--- src/hw/blae_pkg.sv ---
package blae_pkg;

    // ****************************************
    // instruction word layout
    // ****************************************
    localparam int WORD_W = 14;
    localparam int DATA_W = 8;
    localparam int ADDR_W = 7;
    localparam int OP_HI = 13;
    localparam int OP_LO = 8;
    localparam int DEST_BIT = 7;

    // opcode fields, bits 13:8
    localparam logic [5:0] OP_ADD_WORK_TO_FILE = 6'h07;
    localparam logic [5:0] OP_AND_WORK_WITH_FILE = 6'h05;
    localparam logic [5:0] OP_XOR_WORK_WITH_FILE = 6'h06;
    localparam logic [5:0] OP_XOR_LITERAL_INTO_WORK = 6'h3A;

    // reset values
    localparam logic [7:0] WORK_RESET = 8'h00;
    localparam logic [1:0] PHASE_RESET = 2'h0;

    // ****************************************
    // types
    // ****************************************
    typedef enum logic [1:0] {
        PH_DECODE = 2'b00,
        PH_READ = 2'b01,
        PH_PROCESS = 2'b10,
        PH_WRITE = 2'b11
    } blae_phase_e;

    typedef enum logic [2:0] {
        OPK_NONE = 3'b000,
        OPK_ADD = 3'b001,
        OPK_AND = 3'b010,
        OPK_XORF = 3'b011,
        OPK_XORL = 3'b100
    } blae_op_e;

    // request to the file register port
    typedef struct packed {
        logic rd;
        logic wr;
        logic [6:0] addr;
        logic [7:0] wdata;
    } blae_file_req_s;

    // status flag updates
    typedef struct packed {
        logic carry_we;
        logic carry;
        logic digit_carry_flag_we;
        logic digit_carry_flag;
        logic zero_we;
        logic zero;
    } blae_flags_s;

endpackage

--- src/hw/blae_exec.sv ---
`timescale 1ns/1ps

// Contract
// - add_work_to_file sums work and file, routes by dest bit, updates carry, digit carry and zero.
// - and_work_with_file ands work and file, routes by dest bit, updates only zero.
// - xor_literal_into_work xors work with the literal into work, updates only zero.
// - xor_work_with_file xors work and file, routes by dest bit, updates only zero.
module blae_exec (
    input wire logic core_clk,
    input wire logic reset_n,
    input wire logic [13:0] instr_word,
    input wire logic [7:0] file_rdata,
    output blae_pkg::blae_file_req_s file_req,
    output blae_pkg::blae_flags_s flags_out,
    output logic [7:0] work_out,
    output logic [1:0] phase_out,
    output logic instr_done,
    output logic instr_illegal
);

    // ****************************************
    // reset release
    // ****************************************
    logic rst_meta_reg;
    logic rst_sync_reg;

    // async assert, synchronous release through two flops
    always_ff @(posedge core_clk or negedge reset_n)
    begin
        if (!reset_n)
        begin
            rst_meta_reg <= 1'b0;
            rst_sync_reg <= 1'b0;
        end
        else
        begin
            rst_meta_reg <= 1'b1;
            rst_sync_reg <= rst_meta_reg;
        end
    end

    // ****************************************
    // decode function
    // ****************************************
    function automatic blae_pkg::blae_op_e decode_op(input logic [13:0] w);
        blae_pkg::blae_op_e k;
        k = blae_pkg::OPK_NONE;
        unique case (w[blae_pkg::OP_HI:blae_pkg::OP_LO])
            blae_pkg::OP_ADD_WORK_TO_FILE: k = blae_pkg::OPK_ADD;
            blae_pkg::OP_AND_WORK_WITH_FILE: k = blae_pkg::OPK_AND;
            blae_pkg::OP_XOR_WORK_WITH_FILE: k = blae_pkg::OPK_XORF;
            blae_pkg::OP_XOR_LITERAL_INTO_WORK: k = blae_pkg::OPK_XORL;
            default: k = blae_pkg::OPK_NONE;
        endcase
        return k;
    endfunction

    // ****************************************
    // datapath state
    // ****************************************
    blae_pkg::blae_phase_e phase_reg, phase_next;
    blae_pkg::blae_op_e op_reg, op_next;
    logic dest_reg, dest_next;
    logic [6:0] addr_reg, addr_next;
    logic [7:0] opnd_reg, opnd_next;
    logic [7:0] result_reg, result_next;
    logic carry_reg, carry_next;
    logic dcarry_reg, dcarry_next;
    logic [7:0] work_reg, work_next;
    blae_pkg::blae_file_req_s req_reg, req_next;
    blae_pkg::blae_flags_s flags_reg, flags_next;
    logic done_reg, done_next;
    logic illegal_reg, illegal_next;
    logic [8:0] sum9;
    logic [4:0] sum5;

    // next-state: one phase per clock, four clocks per instruction
    always_comb
    begin
        phase_next = phase_reg;
        op_next = op_reg;
        dest_next = dest_reg;
        addr_next = addr_reg;
        opnd_next = opnd_reg;
        result_next = result_reg;
        carry_next = carry_reg;
        dcarry_next = dcarry_reg;
        work_next = work_reg;
        req_next = '0;
        flags_next = '0;
        done_next = 1'b0;
        illegal_next = 1'b0;
        sum9 = {1'b0, work_reg} + {1'b0, opnd_reg};
        sum5 = {1'b0, work_reg[3:0]} + {1'b0, opnd_reg[3:0]};
        unique case (phase_reg)
            blae_pkg::PH_DECODE:
            begin
                op_next = decode_op(instr_word);
                dest_next = instr_word[blae_pkg::DEST_BIT];
                addr_next = instr_word[blae_pkg::ADDR_W-1:0];
                opnd_next = instr_word[blae_pkg::DATA_W-1:0]; // literal for xor
                req_next.rd = (decode_op(instr_word) != blae_pkg::OPK_NONE)
                    && (decode_op(instr_word) != blae_pkg::OPK_XORL);
                req_next.addr = instr_word[blae_pkg::ADDR_W-1:0];
                phase_next = blae_pkg::PH_READ;
            end
            blae_pkg::PH_READ:
            begin
                // file data answers the read strobe in the same clock it is high
                if (op_reg != blae_pkg::OPK_XORL)
                begin
                    opnd_next = file_rdata;
                end
                phase_next = blae_pkg::PH_PROCESS;
            end
            blae_pkg::PH_PROCESS:
            begin
                unique case (op_reg)
                    blae_pkg::OPK_ADD:
                    begin
                        result_next = sum9[7:0];
                        carry_next = sum9[8];
                        dcarry_next = sum5[4];
                    end
                    blae_pkg::OPK_AND: result_next = work_reg & opnd_reg;
                    blae_pkg::OPK_XORF: result_next = work_reg ^ opnd_reg;
                    blae_pkg::OPK_XORL: result_next = work_reg ^ opnd_reg;
                    blae_pkg::OPK_NONE: result_next = result_reg;
                endcase
                phase_next = blae_pkg::PH_WRITE;
            end
            blae_pkg::PH_WRITE:
            begin
                // literal xor always lands in work; other legal ops follow dest bit, an unknown opcode writes nothing
                if (op_reg == blae_pkg::OPK_XORL || (op_reg != blae_pkg::OPK_NONE && !dest_reg))
                begin
                    work_next = result_reg;
                end
                req_next.wr = (op_reg != blae_pkg::OPK_NONE) && (op_reg != blae_pkg::OPK_XORL)
                    && dest_reg;
                req_next.addr = addr_reg;
                req_next.wdata = result_reg;
                // only add touches carry bits; all four touch zero
                flags_next.carry_we = (op_reg == blae_pkg::OPK_ADD);
                flags_next.carry = carry_reg;
                flags_next.digit_carry_flag_we = (op_reg == blae_pkg::OPK_ADD);
                flags_next.digit_carry_flag = dcarry_reg;
                flags_next.zero_we = (op_reg != blae_pkg::OPK_NONE);
                flags_next.zero = (result_reg == 8'h00);
                done_next = (op_reg != blae_pkg::OPK_NONE);
                illegal_next = (op_reg == blae_pkg::OPK_NONE);
                phase_next = blae_pkg::PH_DECODE;
            end
        endcase
    end

    // registers only
    always_ff @(posedge core_clk or negedge rst_sync_reg)
    begin
        if (!rst_sync_reg)
        begin
            phase_reg <= blae_pkg::PH_DECODE;
            op_reg <= blae_pkg::OPK_NONE;
            dest_reg <= 1'b0;
            addr_reg <= 7'h00;
            opnd_reg <= 8'h00;
            result_reg <= 8'h00;
            carry_reg <= 1'b0;
            dcarry_reg <= 1'b0;
            work_reg <= blae_pkg::WORK_RESET;
            req_reg <= '0;
            flags_reg <= '0;
            done_reg <= 1'b0;
            illegal_reg <= 1'b0;
        end
        else
        begin
            phase_reg <= phase_next;
            op_reg <= op_next;
            dest_reg <= dest_next;
            addr_reg <= addr_next;
            opnd_reg <= opnd_next;
            result_reg <= result_next;
            carry_reg <= carry_next;
            dcarry_reg <= dcarry_next;
            work_reg <= work_next;
            req_reg <= req_next;
            flags_reg <= flags_next;
            done_reg <= done_next;
            illegal_reg <= illegal_next;
        end
    end

    // outputs straight from flops
    assign file_req = req_reg;
    assign flags_out = flags_reg;
    assign work_out = work_reg;
    assign phase_out = phase_reg;
    assign instr_done = done_reg;
    assign instr_illegal = illegal_reg;
endmodule

--- config.mk ---
export PLATFORM = sky130hd
export DESIGN_NAME = blae_exec
export DESIGN_NICKNAME = d
export VERILOG_FILES = /design/src/hw/blae_pkg.sv /design/src/hw/blae_exec.sv
export SDC_FILE = /design/constraint.sdc
export NUM_CORES = 1
export LEC_CHECK = 0
export BUFFER_PORTS_ARGS = -buffer_cell sky130_fd_sc_hd__buf_2
export CAP_MARGIN = 40
export CORE_MARGIN = 2
export CORE_UTILIZATION = 50
export DETAILED_ROUTE_END_ITERATION = 12
export PLACE_DENSITY = 0.86
export SETUP_SLACK_MARGIN = 0.15
export SYNTH_ARGS = -nofsm -noshare
export SYNTH_HDL_FRONTEND = slang
export SYNTH_SLANG_ARGS = --single-unit
--- constraint.sdc ---
create_clock -name core_clk -period 1.85 [get_ports core_clk]
set_input_delay 0.0925 -clock core_clk [delete_from_list [all_inputs] [get_ports core_clk]]
set_output_delay 0.0925 -clock core_clk [all_outputs]
set_load 0.005 [all_outputs]
# == Word-level counts from Yosys, hierarchy flattened ==
# Index checks and enable logic that the tools add are counted.
# word_totals
register_bits,66
out_inout_bits,35
word_cells,72
# classes
add_sub_neg,2
eq_ne,14
muxes,13
bitwise_logic,3
reduce_logical,17
# op_table
operator,count
case mux 8 bit (3 select lines),1
"equality test 6 x 3 -> 1 bit, second input constant",3
two-way mux 8 bit,2
case mux 8 bit (2 select lines),1
case mux 7 bit (2 select lines),1
case mux 3 bit (4 select lines),1
adder 8 x 8 -> 9 bit,1
bitwise AND 8 bit,1
zero test 8 bit,1
case mux 2 bit (4 select lines),1
AND reduction 2 bit,4
bitwise XOR 8 bit,1
"equality test 3 x 2 -> 1 bit, second input constant",2
"equality test 6 bit, second input constant",1
two-way mux 6 bit,1
"inequality test 3 bit, second input constant",2
nonzero test 3 bit,2
adder 4 x 4 -> 5 bit,1
"equality test 2 bit, second input constant",2
logical AND 1 bit,4
two-way mux 1 bit,4
"equality test 3 x 1 -> 1 bit, second input constant",1
"equality test 3 bit, second input constant",1
zero test 3 bit,1
9 further kinds,9

# == Logic depth before layout (Yosys ltp) ==
# Gate-level depths: netlist of run 1.
# logic_depth
ltp_word,6
mapped_depth,8

# == Worst setup path after synthesis of run 1 ==
# No wires, ideal clock.
# synth_timing
kind,register to register
start,"register work_reg[0], in the netlist work_out[0]"
end,register result_reg[6]
setup_ps,87
arrival_time_ps,1702
required_time_ps,1763
slack_ps,61
stages_incl_launch_ff,7
n_path_buf,0
period_less_slack_ps,1789
cell_sequence,dfrtp_1 > ha_1 > fa_1 > nand3_1 > a21oi_1 > or2_2 > a211oi_2
# synth_via
elab_chain_len,2
# synth_lines
item,line,text
start: declaration,blae_exec.sv:69,"logic [7:0] work_reg, work_next;"
start signal: assignment,blae_exec.sv:170,work_reg <= blae_pkg::WORK_RESET;
start signal: assignment,blae_exec.sv:186,work_reg <= work_next;
adder 8 x 8 -> 9 bit,blae_exec.sv:93,"sum9 = {1'b0, work_reg} + {1'b0, opnd_reg};"
case mux 8 bit (3 select lines),blae_exec.sv:118,unique case (op_reg)
end signal: assignment,blae_exec.sv:183,result_reg <= result_next;
end: declaration,blae_exec.sv:66,"logic [7:0] result_reg, result_next;"
# Every way passes these cells.
# A chain may end at the register's enable or synchronous reset.

# == Worst setup path after layout of run 1 ==
# layout_timing
start,register opnd_reg[2]
end,register result_reg[7]
# layout_via
elab_chain_len,2
# layout_lines
item,line,text
start: declaration,blae_exec.sv:65,"logic [7:0] opnd_reg, opnd_next;"
start signal: assignment,blae_exec.sv:182,opnd_reg <= opnd_next;
adder 8 x 8 -> 9 bit,blae_exec.sv:93,
case mux 8 bit (3 select lines),blae_exec.sv:118,
# Every way passes these cells.

==> results of run 1 <==
## cells by family after synthesis
logic type	share of synthesized area
AOI/OAI and AO/OA	0.142
xor gates and xnor gates	0.00850
adders and majority gates	0.0550
buffers and inverters	0.0461
DFF	0.518
muxes	0.0756
other	0.00121
and+or+nand+nor	0.154
## power by group through the flow
stage,clock [mW],combinational (mW),sequential [mW]
after floorplan,0,0.438,1.75
after global placement,0,0.727,1.74
after global routing,1.44,0.986,1.76
final,1.36,0.889,1.74
after detailed placement,0,0.752,1.76
after CTS,1.39,0.829,1.73
## final cells by class
type | count | area share
clock buffers | 13 | 0.0401
clock inverters | 3 | 0.0164
inverters | 16 | 0.0152
multi-input cells | 198 | 0.360
flip-flops and latches | 64 | 0.405
well taps | 75 | 0.0237
repair buffers | 88 | 0.140
## path summary, 6_finish.rpt
kind / from / endpoint / slack [ns] / cells after the start
max: opnd_reg[2] / result_reg[7] / 0.14 / 5
max in group asynchronous: rst_sync_reg / file_req[0] / 1.30 / 1
max reg2reg: opnd_reg[2] / result_reg[7] / 0.14 / 5
min: instr_word[4] / addr_reg[4] / 0.01 / 3
min reg2reg: rst_sync_reg / flags_out[5] / 0.27 / 1
min in group asynchronous: reset_n / rst_meta_reg / 0.05 / 2
## repair_timing
action                     4_1_cts  5_1_grt
setup endpoints to repair        2       28
resized for setup                7       11
pin swaps                        4       10
hold endpoints to repair         9        0
setup buffers                    5        4
hold buffers                     8        0
## cell usage in the layout (no fill, tap or decap), types with 11 or more instances in the layout
| master | netlist | routed |
|---|---|---|
| a21oi_1 | 26 | 23 |
| and2_1 | 11 | 11 |
| buf_2 | 6 | 58 |
| buf_4 | 3 | 19 |
| clkbuf_8 | 0 | 11 |
| dfrtp_1 | 64 | 62 |
| inv_1 | 16 | 16 |
| nand2_1 | 24 | 24 |
| nor2_1 | 21 | 21 |
| o21ai_0 | 17 | 15 |
## worst reg2reg max path, stage by stage, from the launching register on
cell and delay [ns]:
dfrtp_1 0.41, ha_1 0.31, o211ai_1 0.27, o211ai_1 0.14, a2111oi_1 0.36, a211oi_1 0.09
## routing by layer
layer,GRT usage,routed length [um],vias to the layer above
li1,-,-,1184
met1,0.283,3100,1217
met2,0.408,3660,98
met3,0.0587,490,21
met4,0.113,169,0
met5,0,0,-
==> out/metrics.csv, run 1 <==
stage;metric;value;unit
power;Power Dens Cells;1010;nW/um^2
timing;setup_tns;0;ns
synth;Syn Inst Count;293;
floorplan;die width;82.7;um
routing;DRC;0;
final_layout;layout cell share with drive strength beyond 1;0.330;
setup_path;slowest stage cell, crit path;dfrtp_1;
cts;number of H-tree levels;3;
final_layout;max FFs per register;17;
power;P_sw;1.10;mW
power;VDD IR max;0.000533;V
global_routing;first-pass GRT wire length;12.0;mm
floorplan;CORE AREA;5960;sq um
routing;Vias per Instance;5.51;
min_path;Hold Crit Class;input pin to register;
timing;Hold WS;0.0115;ns
synth;Synth top cells by count;dfrtp_1 (64), a21oi_1 (26), nand2_1 (24), nor2_1 (21), o21ai_0 (17);
synth;Synth area leaders;dfrtp_1 (52%), ha_1 (4.9%), a21oi_1 (4.2%);
synth;Post-Syn Area;3090;sq um
floorplan;DIE HEIGHT;82.7;um
placement;PortBufs;58;
setup_path;CP cell instances;ha_1 > o211ai_1 > o211ai_1 > a2111oi_1 > a211oi_1;
cts;Reg clk slew, reported paths;0.07;ns
cts;root buffer cell;clkbuf_8;
timing;post-route clock period utilization;0.922;
synth;Syn Area/Cell;10.6;sq um
placement;placed insts;424;
synth;post-synth net total;330;
setup_path;critical path class;register to register;
setup_path;required time of the critical path;2.07;ns
synth;number of distinct library cells after synthesis;52;
power;Net Sw Frac;0.276;
synth;synthesized flop and latch total;64;
routing;DR pass1 iterations;4;
timing;fmax;0.586;GHz
power;Comb pwr share;0.223;
timing;clk_skew;0.00893;ns
cts;CTS buffer count;9;
final_layout;FILL cells;461;
timing;# setup viols final;0;
synth;register area share after synthesis;0.518;
outcome;status;completed;
global_routing;vias in the first global route;2558;
final_layout;# nets final;414;
power;Power, Total;3.99;mW
setup_path;Arr. time, crit path;1.93;ns
routing;Routed WL per cell;16.2;um
placement;Place WS;0.0437;ns
final_layout;antenna fix cells;0;
setup_path;Buf+Inv Stages, Crit Path;0;
routing;number of DRC markers in iteration 0;189;
job;Max Cap Viol;0;
setup_path;crit-path leading delay family;compound AO/OA/AOI/OAI gates;
timing;minimum clock period;1.71;ns
setup_path;Worst path max stage delay;0.41;ns
routing;final wirelength;7.43;mm
placement;hpwl dp;5.11;mm
global_routing;largest net degree at the start of global routing;63;
global_routing;aggregate global-route resource usage;0.239;
floorplan;Initial Util;0.519;
synth;Yosys Warn Count;0;
floorplan;Die ar.;6830;sq um
final_layout;multi-input logic area;1430;sq um
final_layout;Final Util;0.665;
power;leakage;1.91;nW
final_layout;Cell Count, Final, Fillers Out;457;
cts;clk_lat worst skew;0.35;ns
cts;number of clock sinks;64;
placement;Post-Place Cell Area;3510;sq um
routing;Antenna Nets Post-Route;0;
setup_path;CP endpoint kind;register;
power;P_int;2.89;mW
final_layout;area delta synth->final;28.1;%
setup_path;Startpoint Class;register;
cts;Clock Path Buffers;2;
power;Flop pwr share;0.436;
floorplan;io pins;59;
routing;vias;2520;
synth;post-synth top area share;0.518;
setup_path;worst-path maximum fanout;2;
synth;cell taking the most area after synthesis;dfrtp_1;
cts;CTS tree;yes;
synth;most common cell in the netlist;dfrtp_1;
synth;ys flop type;dfrtp_1;
timing;Final Hold Viols;0;
power;clock network power share;0.341;
global_routing;initial antenna violation count;0;
timing;final worst setup slack;0.144;ns
timing;RSZ-0062 raised after global routing;yes;
placement;GP Congestion;0.927;
setup_path;Most Frequent Cell on Critical Path;o211ai_1;
synth;Post-synth ARST share;1.00;
synth;Post-synth EDFFs;0;
timing;final slew viol count;0;
final_layout;Reg area;1600;sq um
global_routing;grt ovf;0;
final_layout;final instance area;3960;sq um
floorplan;FP Rows;28;
(Power assumes the default switching activity.)
==> run 2: changes to the inputs <==
--- a/config.mk
+++ b/config.mk
@@ -7,6 +7,7 @@
 export LEC_CHECK = 0
 export BUFFER_PORTS_ARGS = -buffer_cell sky130_fd_sc_hd__buf_2
 export CAP_MARGIN = 40
+export CORE_ASPECT_RATIO = 1.5
 export CORE_MARGIN = 2
 export CORE_UTILIZATION = 50
 export DETAILED_ROUTE_END_ITERATION = 12
==> run 2 against run 1 <==
  * Clock power down 9.6%
  * Count of clock-buffer cells in the layout decreased by 2
  * Maximum frequency shrank 1.2%
  * Sequential cell count is the same
  * Hold slack lost 0.0096 ns
  * Sequential power is essentially flat
  * Register-to-register slack got worse by 0.02 ns
  * Sequential share of layout area shrank 0.18 points
  * Combinational power up 7.9%
  * Design area rose by 0.44%
  * Critical path type unchanged
==> out/metrics.csv, run 2 (synthesis gave the netlist of run 1 again) <==
stage;metric;value;unit;change
outcome;status;completed;;
cts;number of H-tree levels;3;;unchanged
cts;CTS tree;yes;;
final_layout;FILL cells;463;;+0.43%
floorplan;CORE AREA;6040;sq um;+1.5%
job;Max Cap Viol;0;;unchanged
routing;Antenna Nets Post-Route;0;;unchanged
power;clock network power share;0.312;;-0.029
floorplan;Initial Util;0.512;;-0.00753
floorplan;Die ar.;6840;sq um;+0.19%
floorplan;io pins;59;;unchanged
global_routing;largest net degree at the start of global routing;63;;unchanged
min_path;Hold Crit Class;input pin to register;;
cts;root buffer cell;clkbuf_8;;
power;P_int;2.78;mW;-3.7%
setup_path;crit-path leading delay family;compound AO/OA/AOI/OAI gates;;
final_layout;layout cell share with drive strength beyond 1;0.345;;+0.0149
floorplan;FP Rows;35;;+25%
timing;post-route clock period utilization;0.933;;+0.0109
final_layout;antenna fix cells;0;;unchanged
placement;hpwl dp;5.15;mm;+0.79%
routing;final wirelength;7.81;mm;+5.2%
routing;DR pass1 iterations;4;;unchanged
timing;RSZ-0062 raised after global routing;yes;;
power;Comb pwr share;0.244;;+0.021
timing;setup_tns;0;ns;unchanged
cts;Reg clk slew, reported paths;0.07;ns;about the same
routing;highest metal used;met4;;
cts;clk_lat worst skew;0.35;ns;about the same
routing;routed wl met3;366;um;-25%
global_routing;first-pass GRT wire length;12.2;mm;+2.5%
power;P_sw;1.14;mW;+3.8%
setup_path;CP cell instances;ha_4 > buf_6 > a211oi_4 > o211ai_1 > buf_4 > a2111oi_4 > a211oi_2;;
power;Power Dens Cells;986;nW/um^2;-2.1%
power;leakage;1.89;nW;-0.83%
global_routing;aggregate global-route resource usage;0.248;;+0.00935
setup_path;critical path class;register to register;;
power;VDD IR max;0.000477;V;-11%
global_routing;vias in the first global route;2657;;+3.9%
routing;vias;2513;;-0.28%
routing;number of DRC markers in iteration 0;141;;-25%
floorplan;DIE HEIGHT;100;um;+21%
setup_path;Startpoint Class;register;;
routing;DRC;0;;unchanged
routing;Vias per Instance;5.54;;+0.38%
cts;number of clock sinks;64;;unchanged
power;Flop pwr share;0.443;;+0.007
timing;Hold WS;0.00185;ns;-0.00964 ns
final_layout;max FFs per register;17;;unchanged
power;Net Sw Frac;0.292;;+0.0154
setup_path;worst-path maximum fanout;3;;+1
routing;Routed WL per cell;17.2;um;+5.9%
final_layout;area delta synth->final;28.7;%;
routing;metal2 WL;4.11;mm;+12%
final_layout;most frequent cells in the layout;dfrtp_1 (62), buf_2 (58), nand2_1 (24), a21oi_1 (24), nor2_1 (21);;
cts;CTS buffer count;9;;unchanged
setup_path;CP endpoint kind;register;;
final_layout;# nets final;412;;-0.48%
timing;fmax;0.579;GHz;-1.2%
setup_path;Worst path max stage delay;0.41;ns;about the same
setup_path;required time of the critical path;2.07;ns;about the same
global_routing;initial antenna violation count;0;;unchanged
timing;minimum clock period;1.73;ns;+0.0202 ns
floorplan;die width;68.2;um;-17%
timing;clk_skew;0.00602;ns;-0.00291 ns
timing;final slew viol count;0;;unchanged
setup_path;Buf+Inv Stages, Crit Path;2;;+2
timing;Final Hold Viols;0;;unchanged
placement;GP Congestion;0.844;;-8.9%
timing;# setup viols final;0;;unchanged
global_routing;grt ovf;0;;unchanged
final_layout;commonest non-fill, non-tap cell in the layout;dfrtp_1;;
routing;met1 wire length;2.85;mm;-7.9%
setup_path;slowest stage cell, crit path;dfrtp_1;;
cts;Clock Path Buffers;2;;unchanged
placement;PortBufs;58;;unchanged
setup_path;Arr. time, crit path;1.95;ns;+0.02 ns
[run 2: cell type report]
type                    count  area (sq um)  area share
well taps                  74          92.6      0.0233
inverters                  16          60.1      0.0151
clock inverters             5          55.1      0.0138
multi-input cells         198          1480       0.371
clock buffers              11           151      0.0380
repair buffers             86           539       0.135
flip-flops and latches     64          1600       0.403
[run 2: final timing paths]
| check | startpoint | endpoint | slack, ns | cells past startpoint |
|---|---|---|---|---|
| min in group asynchronous | reset_n | rst_sync_reg | 0.05 | 2 |
| min | instr_word[5] | addr_reg[5] | 0.002 | 3 |
| min reg2reg | rst_sync_reg | op_reg[1] | 0.27 | 1 |
| max in group asynchronous | rst_sync_reg | addr_reg[3] | 1.30 | 1 |
| max | work_out[0] | result_reg[7] | 0.12 | 7 |
| max reg2reg | work_out[0] | result_reg[7] | 0.12 | 7 |
[run 2: worst reg2reg max path: stages (launching register included)]
cell and delay, ns:
dfrtp_1 0.41, ha_4 0.19, buf_6 0.12, a211oi_4 0.20
o211ai_1 0.15, buf_4 0.17, a2111oi_4 0.30, a211oi_2 0.05
[run 2: timing repair]
action | 4_1_cts | 5_1_grt
setup endpoints to repair | 2 | 14
cloned | 0 | 0
gates resized for setup | 9 | 15
pin swaps | 7 | 11
endpoints found under the hold margin | 6 | 0
buffers inserted | 7 | 2
hold buffers | 6 | 0
[run 2: routing by layer]
| metal | global-route usage | vias to the layer above |
|---|---|---|
| li1 | - | 1179 |
| met1 | 0.268 | 1194 |
| met2 | 0.413 | 99 |
| met3 | 0.0437 | 41 |
| met4 | 0.195 | 0 |
| met5 | 0 | - |
[run 2: per-stage QoR]
stage	area, sq um	std cells	utilization	power (mW)	setup slack [ns]
floorplan	3100	293	-	2.19	0.126
global placement	3510	423	0.581	2.46	0.0762
detailed placement	3510	423	0.581	2.49	0.0477
CTS	3880	452	0.642	3.81	0.149
global route	3980	454	0.659	4.12	0.0449
finish	3980	454	0.659	3.93	0.124
[run 2: power groups by stage]
stage / Clock (mW) / Sequential, mW / Combinational (mW)
2_1_floorplan: 0 / 1.75 / 0.438
3_3_place_gp: 0 / 1.74 / 0.720
3_5_place_dp: 0 / 1.75 / 0.740
4_1_cts: 1.23 / 1.73 / 0.845
5_1_grt: 1.29 / 1.77 / 1.06
6_report: 1.23 / 1.74 / 0.959
==> run 3: changes to the inputs <==
==> constraint.sdc (replaced) <==
create_clock -name core_clk -period 1.85 [get_ports core_clk]
set_input_delay 0.2775 -clock core_clk [delete_from_list [all_inputs] [get_ports core_clk]]
set_output_delay 0.2775 -clock core_clk [all_outputs]
set_load 0.005 [all_outputs]
==> run 3 against run 2 <==
  * Hold slack better by 0.17 ns
  * Non-clock buffer count down 5
  * Count of clock-buffer cells in the layout unchanged
  * Clock skew up 0.00072 ns
  * Core utilization down 0.79 points
  * Routed wire length down 1.6%
  * Sequential share of layout area up 0.49 points
  * Critical path depth unchanged
  * Critical endpoint unchanged
==> out/metrics.csv, run 3 (synthesis gave the netlist of run 1 again) <==
stage;metric;value;unit;change
routing;DRC;0;;unchanged
timing;Final Hold Viols;0;;unchanged
final_layout;max FFs per register;17;;unchanged
timing;setup_tns;0;ns;unchanged
min_path;Hold Crit Class;input pin to register;;
placement;placed insts;423;;unchanged
final_layout;# nets final;407;;-1.2%
floorplan;DIE HEIGHT;100;um;unchanged
floorplan;Initial Util;0.512;;unchanged
setup_path;critical path class;register to register;;
routing;vias;2483;;-1.2%
placement;GP Congestion;0.844;;unchanged
global_routing;vias in the first global route;2623;;-1.3%
cts;root buffer cell;clkbuf_8;;
final_layout;multi-input logic area;1480;sq um;+0.17%
global_routing;initial antenna violation count;0;;unchanged
placement;Post-Place Cell Area;3510;sq um;unchanged
floorplan;die width;68.2;um;unchanged
global_routing;aggregate global-route resource usage;0.246;;-0.00202
floorplan;Die ar.;6840;sq um;unchanged
cts;number of H-tree levels;3;;unchanged
power;VDD IR max;0.000470;V;-1.5%
timing;final worst setup slack;0.133;ns;+0.00870 ns
timing;fmax;0.582;GHz;+0.51%
routing;final wirelength;7.68;mm;-1.6%
cts;Reg clk slew, reported paths;0.07;ns;about the same
final_layout;FILL cells;470;;+1.5%
setup_path;CP cell instances;ha_4 > buf_6 > a211oi_4 > o211ai_1 > buf_4 > a2111oi_4 > a211oi_2;;
setup_path;worst reg2reg path depth;7;;unchanged
outcome;status;completed;;
placement;Place WS;0.0477;ns;unchanged
setup_path;required time of the critical path;2.07;ns;about the same
final_layout;antenna fix cells;0;;unchanged
cts;Clock Path Buffers;2;;unchanged
job;Max Cap Viol;0;;unchanged
final_layout;final instance area;3930;sq um;-1.2%
timing;clk_skew;0.00674;ns;+0.000721 ns
power;leakage;1.87;nW;-1.2%
setup_path;worst-path maximum fanout;3;;unchanged
setup_path;Arr. time, crit path;1.94;ns;about the same
final_layout;Reg area;1600;sq um;unchanged
timing;final slew viol count;0;;unchanged
setup_path;Worst path max stage delay;0.41;ns;about the same
timing;minimum clock period;1.72;ns;-0.00870 ns
final_layout;most frequent cells in the layout;dfrtp_1 (62), buf_2 (58), nand2_1 (24), a21oi_1 (24), nor2_1 (21);;
routing;number of DRC markers in iteration 0;154;;+9.2%
placement;PortBufs;58;;unchanged
floorplan;io pins;59;;unchanged
setup_path;Startpoint Class;register;;
timing;RSZ-0062 raised after global routing;yes;;
placement;hpwl dp;5.15;mm;unchanged
power;Power, Total;3.92;mW;-0.20%
setup_path;slowest stage cell, crit path;dfrtp_1;;
cts;clk_lat worst skew;0.35;ns;about the same
routing;Routed WL per cell;17.1;um;-0.51%
routing;Antenna Nets Post-Route;0;;unchanged
min_path;worst hold path cell count;3;;unchanged
power;Power Dens Cells;996;nW/um^2;+1.0%
cts;CTS tree;yes;;
cts;CTS buffer count;9;;unchanged
global_routing;largest net degree at the start of global routing;63;;unchanged
final_layout;area delta synth->final;27.1;%;
routing;Vias per Instance;5.53;;about the same
global_routing;grt ovf;0;;unchanged
global_routing;first-pass GRT wire length;12.2;mm;-0.56%
timing;# setup viols final;0;;unchanged
final_layout;commonest non-fill, non-tap cell in the layout;dfrtp_1;;
cts;number of clock sinks;64;;unchanged
floorplan;FP Rows;35;;unchanged
floorplan;CORE AREA;6040;sq um;unchanged
final_layout;Cell Count, Final, Fillers Out;449;;-1.1%
setup_path;CP endpoint kind;register;;
timing;post-route clock period utilization;0.928;;-0.00470
routing;DR pass1 iterations;4;;unchanged
final_layout;layout cell share with drive strength beyond 1;0.352;;+0.00726
## run 3: cell types whose count changed in the layout (fill, tap and decap cells not counted)
cell,previous run,this run
dlygate4sd3_1,6,1
or2_1,2,1
or2_4,1,2
## run 3: layer usage
| metal | part of all wire | track usage | vias to the layer above | wire, um |
|---|---|---|---|---|
| met5 | 0 | 0 | - | 0 |
| met4 | 0.049 | 0.177 | 0 | 376 |
| met3 | 0.044 | 0.0426 | 34 | 337 |
| met2 | 0.54 | 0.416 | 93 | 4130 |
| met1 | 0.37 | 0.268 | 1184 | 2840 |
| li1 | - | - | 1172 | - |
## run 3: metrics by stage
| stage | utilization | hold WS [ns] |
|---|---|---|
| 6_report | 0.651 | 0.168 |
| 5_1_grt | 0.651 | 0.190 |
| 4_1_cts | 0.634 | 0.170 |
| 3_5_place_dp | 0.581 | 0.0631 |
| 3_3_place_gp | 0.581 | 0.0618 |
| 2_1_floorplan | - | -0.0181 |
## run 3: critical path: cells and delay by family (launching register included)
family,cells,cell delay (ns)
AO/OA/AOI/OAI,4,0.70
adder cells (fa/ha/maj),1,0.19
flip-flops,1,0.41
buffers and inverters,2,0.29
## run 3: area by class of cell
cell class / count / area share
Clock inverter: 5 / 0.0140
Tap cell: 74 / 0.0235
Inverter: 16 / 0.0153
Timing Repair Buffer: 81 / 0.124
Multi-Input combinational cell: 198 / 0.376
Sequential cell: 64 / 0.408
Clock buffer: 11 / 0.0385
## run 3: what timing repair did
| action | in CTS | in global routing |
|---|---|---|
| setup endpoints to repair | 2 | 14 |
| buffers inserted | 7 | 2 |
| pin swaps | 7 | 11 |
| hold endpoints to repair | 2 | 0 |
| gates resized for setup | 9 | 16 |
| hold buffers | 1 | 0 |
## run 3: final timing paths
kind	startpoint	end	slack (ns)
max	work_out[0]	result_reg[7]	0.13
min	instr_word[3]	addr_reg[3]	0.17
max reg2reg	work_out[0]	result_reg[7]	0.13
min reg2reg	rst_sync_reg	file_req[9]	0.26
max in group asynchronous	rst_sync_reg	addr_reg[3]	1.30
min in group asynchronous	reset_n	rst_sync_reg	0.23
## run 3: where the power goes
group | switching (mW) | internal (mW) | total (mW)
Combinational | 0.452 | 0.498 | 0.951
Sequential | 0.154 | 1.59 | 1.74
Clock | 0.536 | 0.690 | 1.23
Total | 1.14 | 2.77 | 3.92
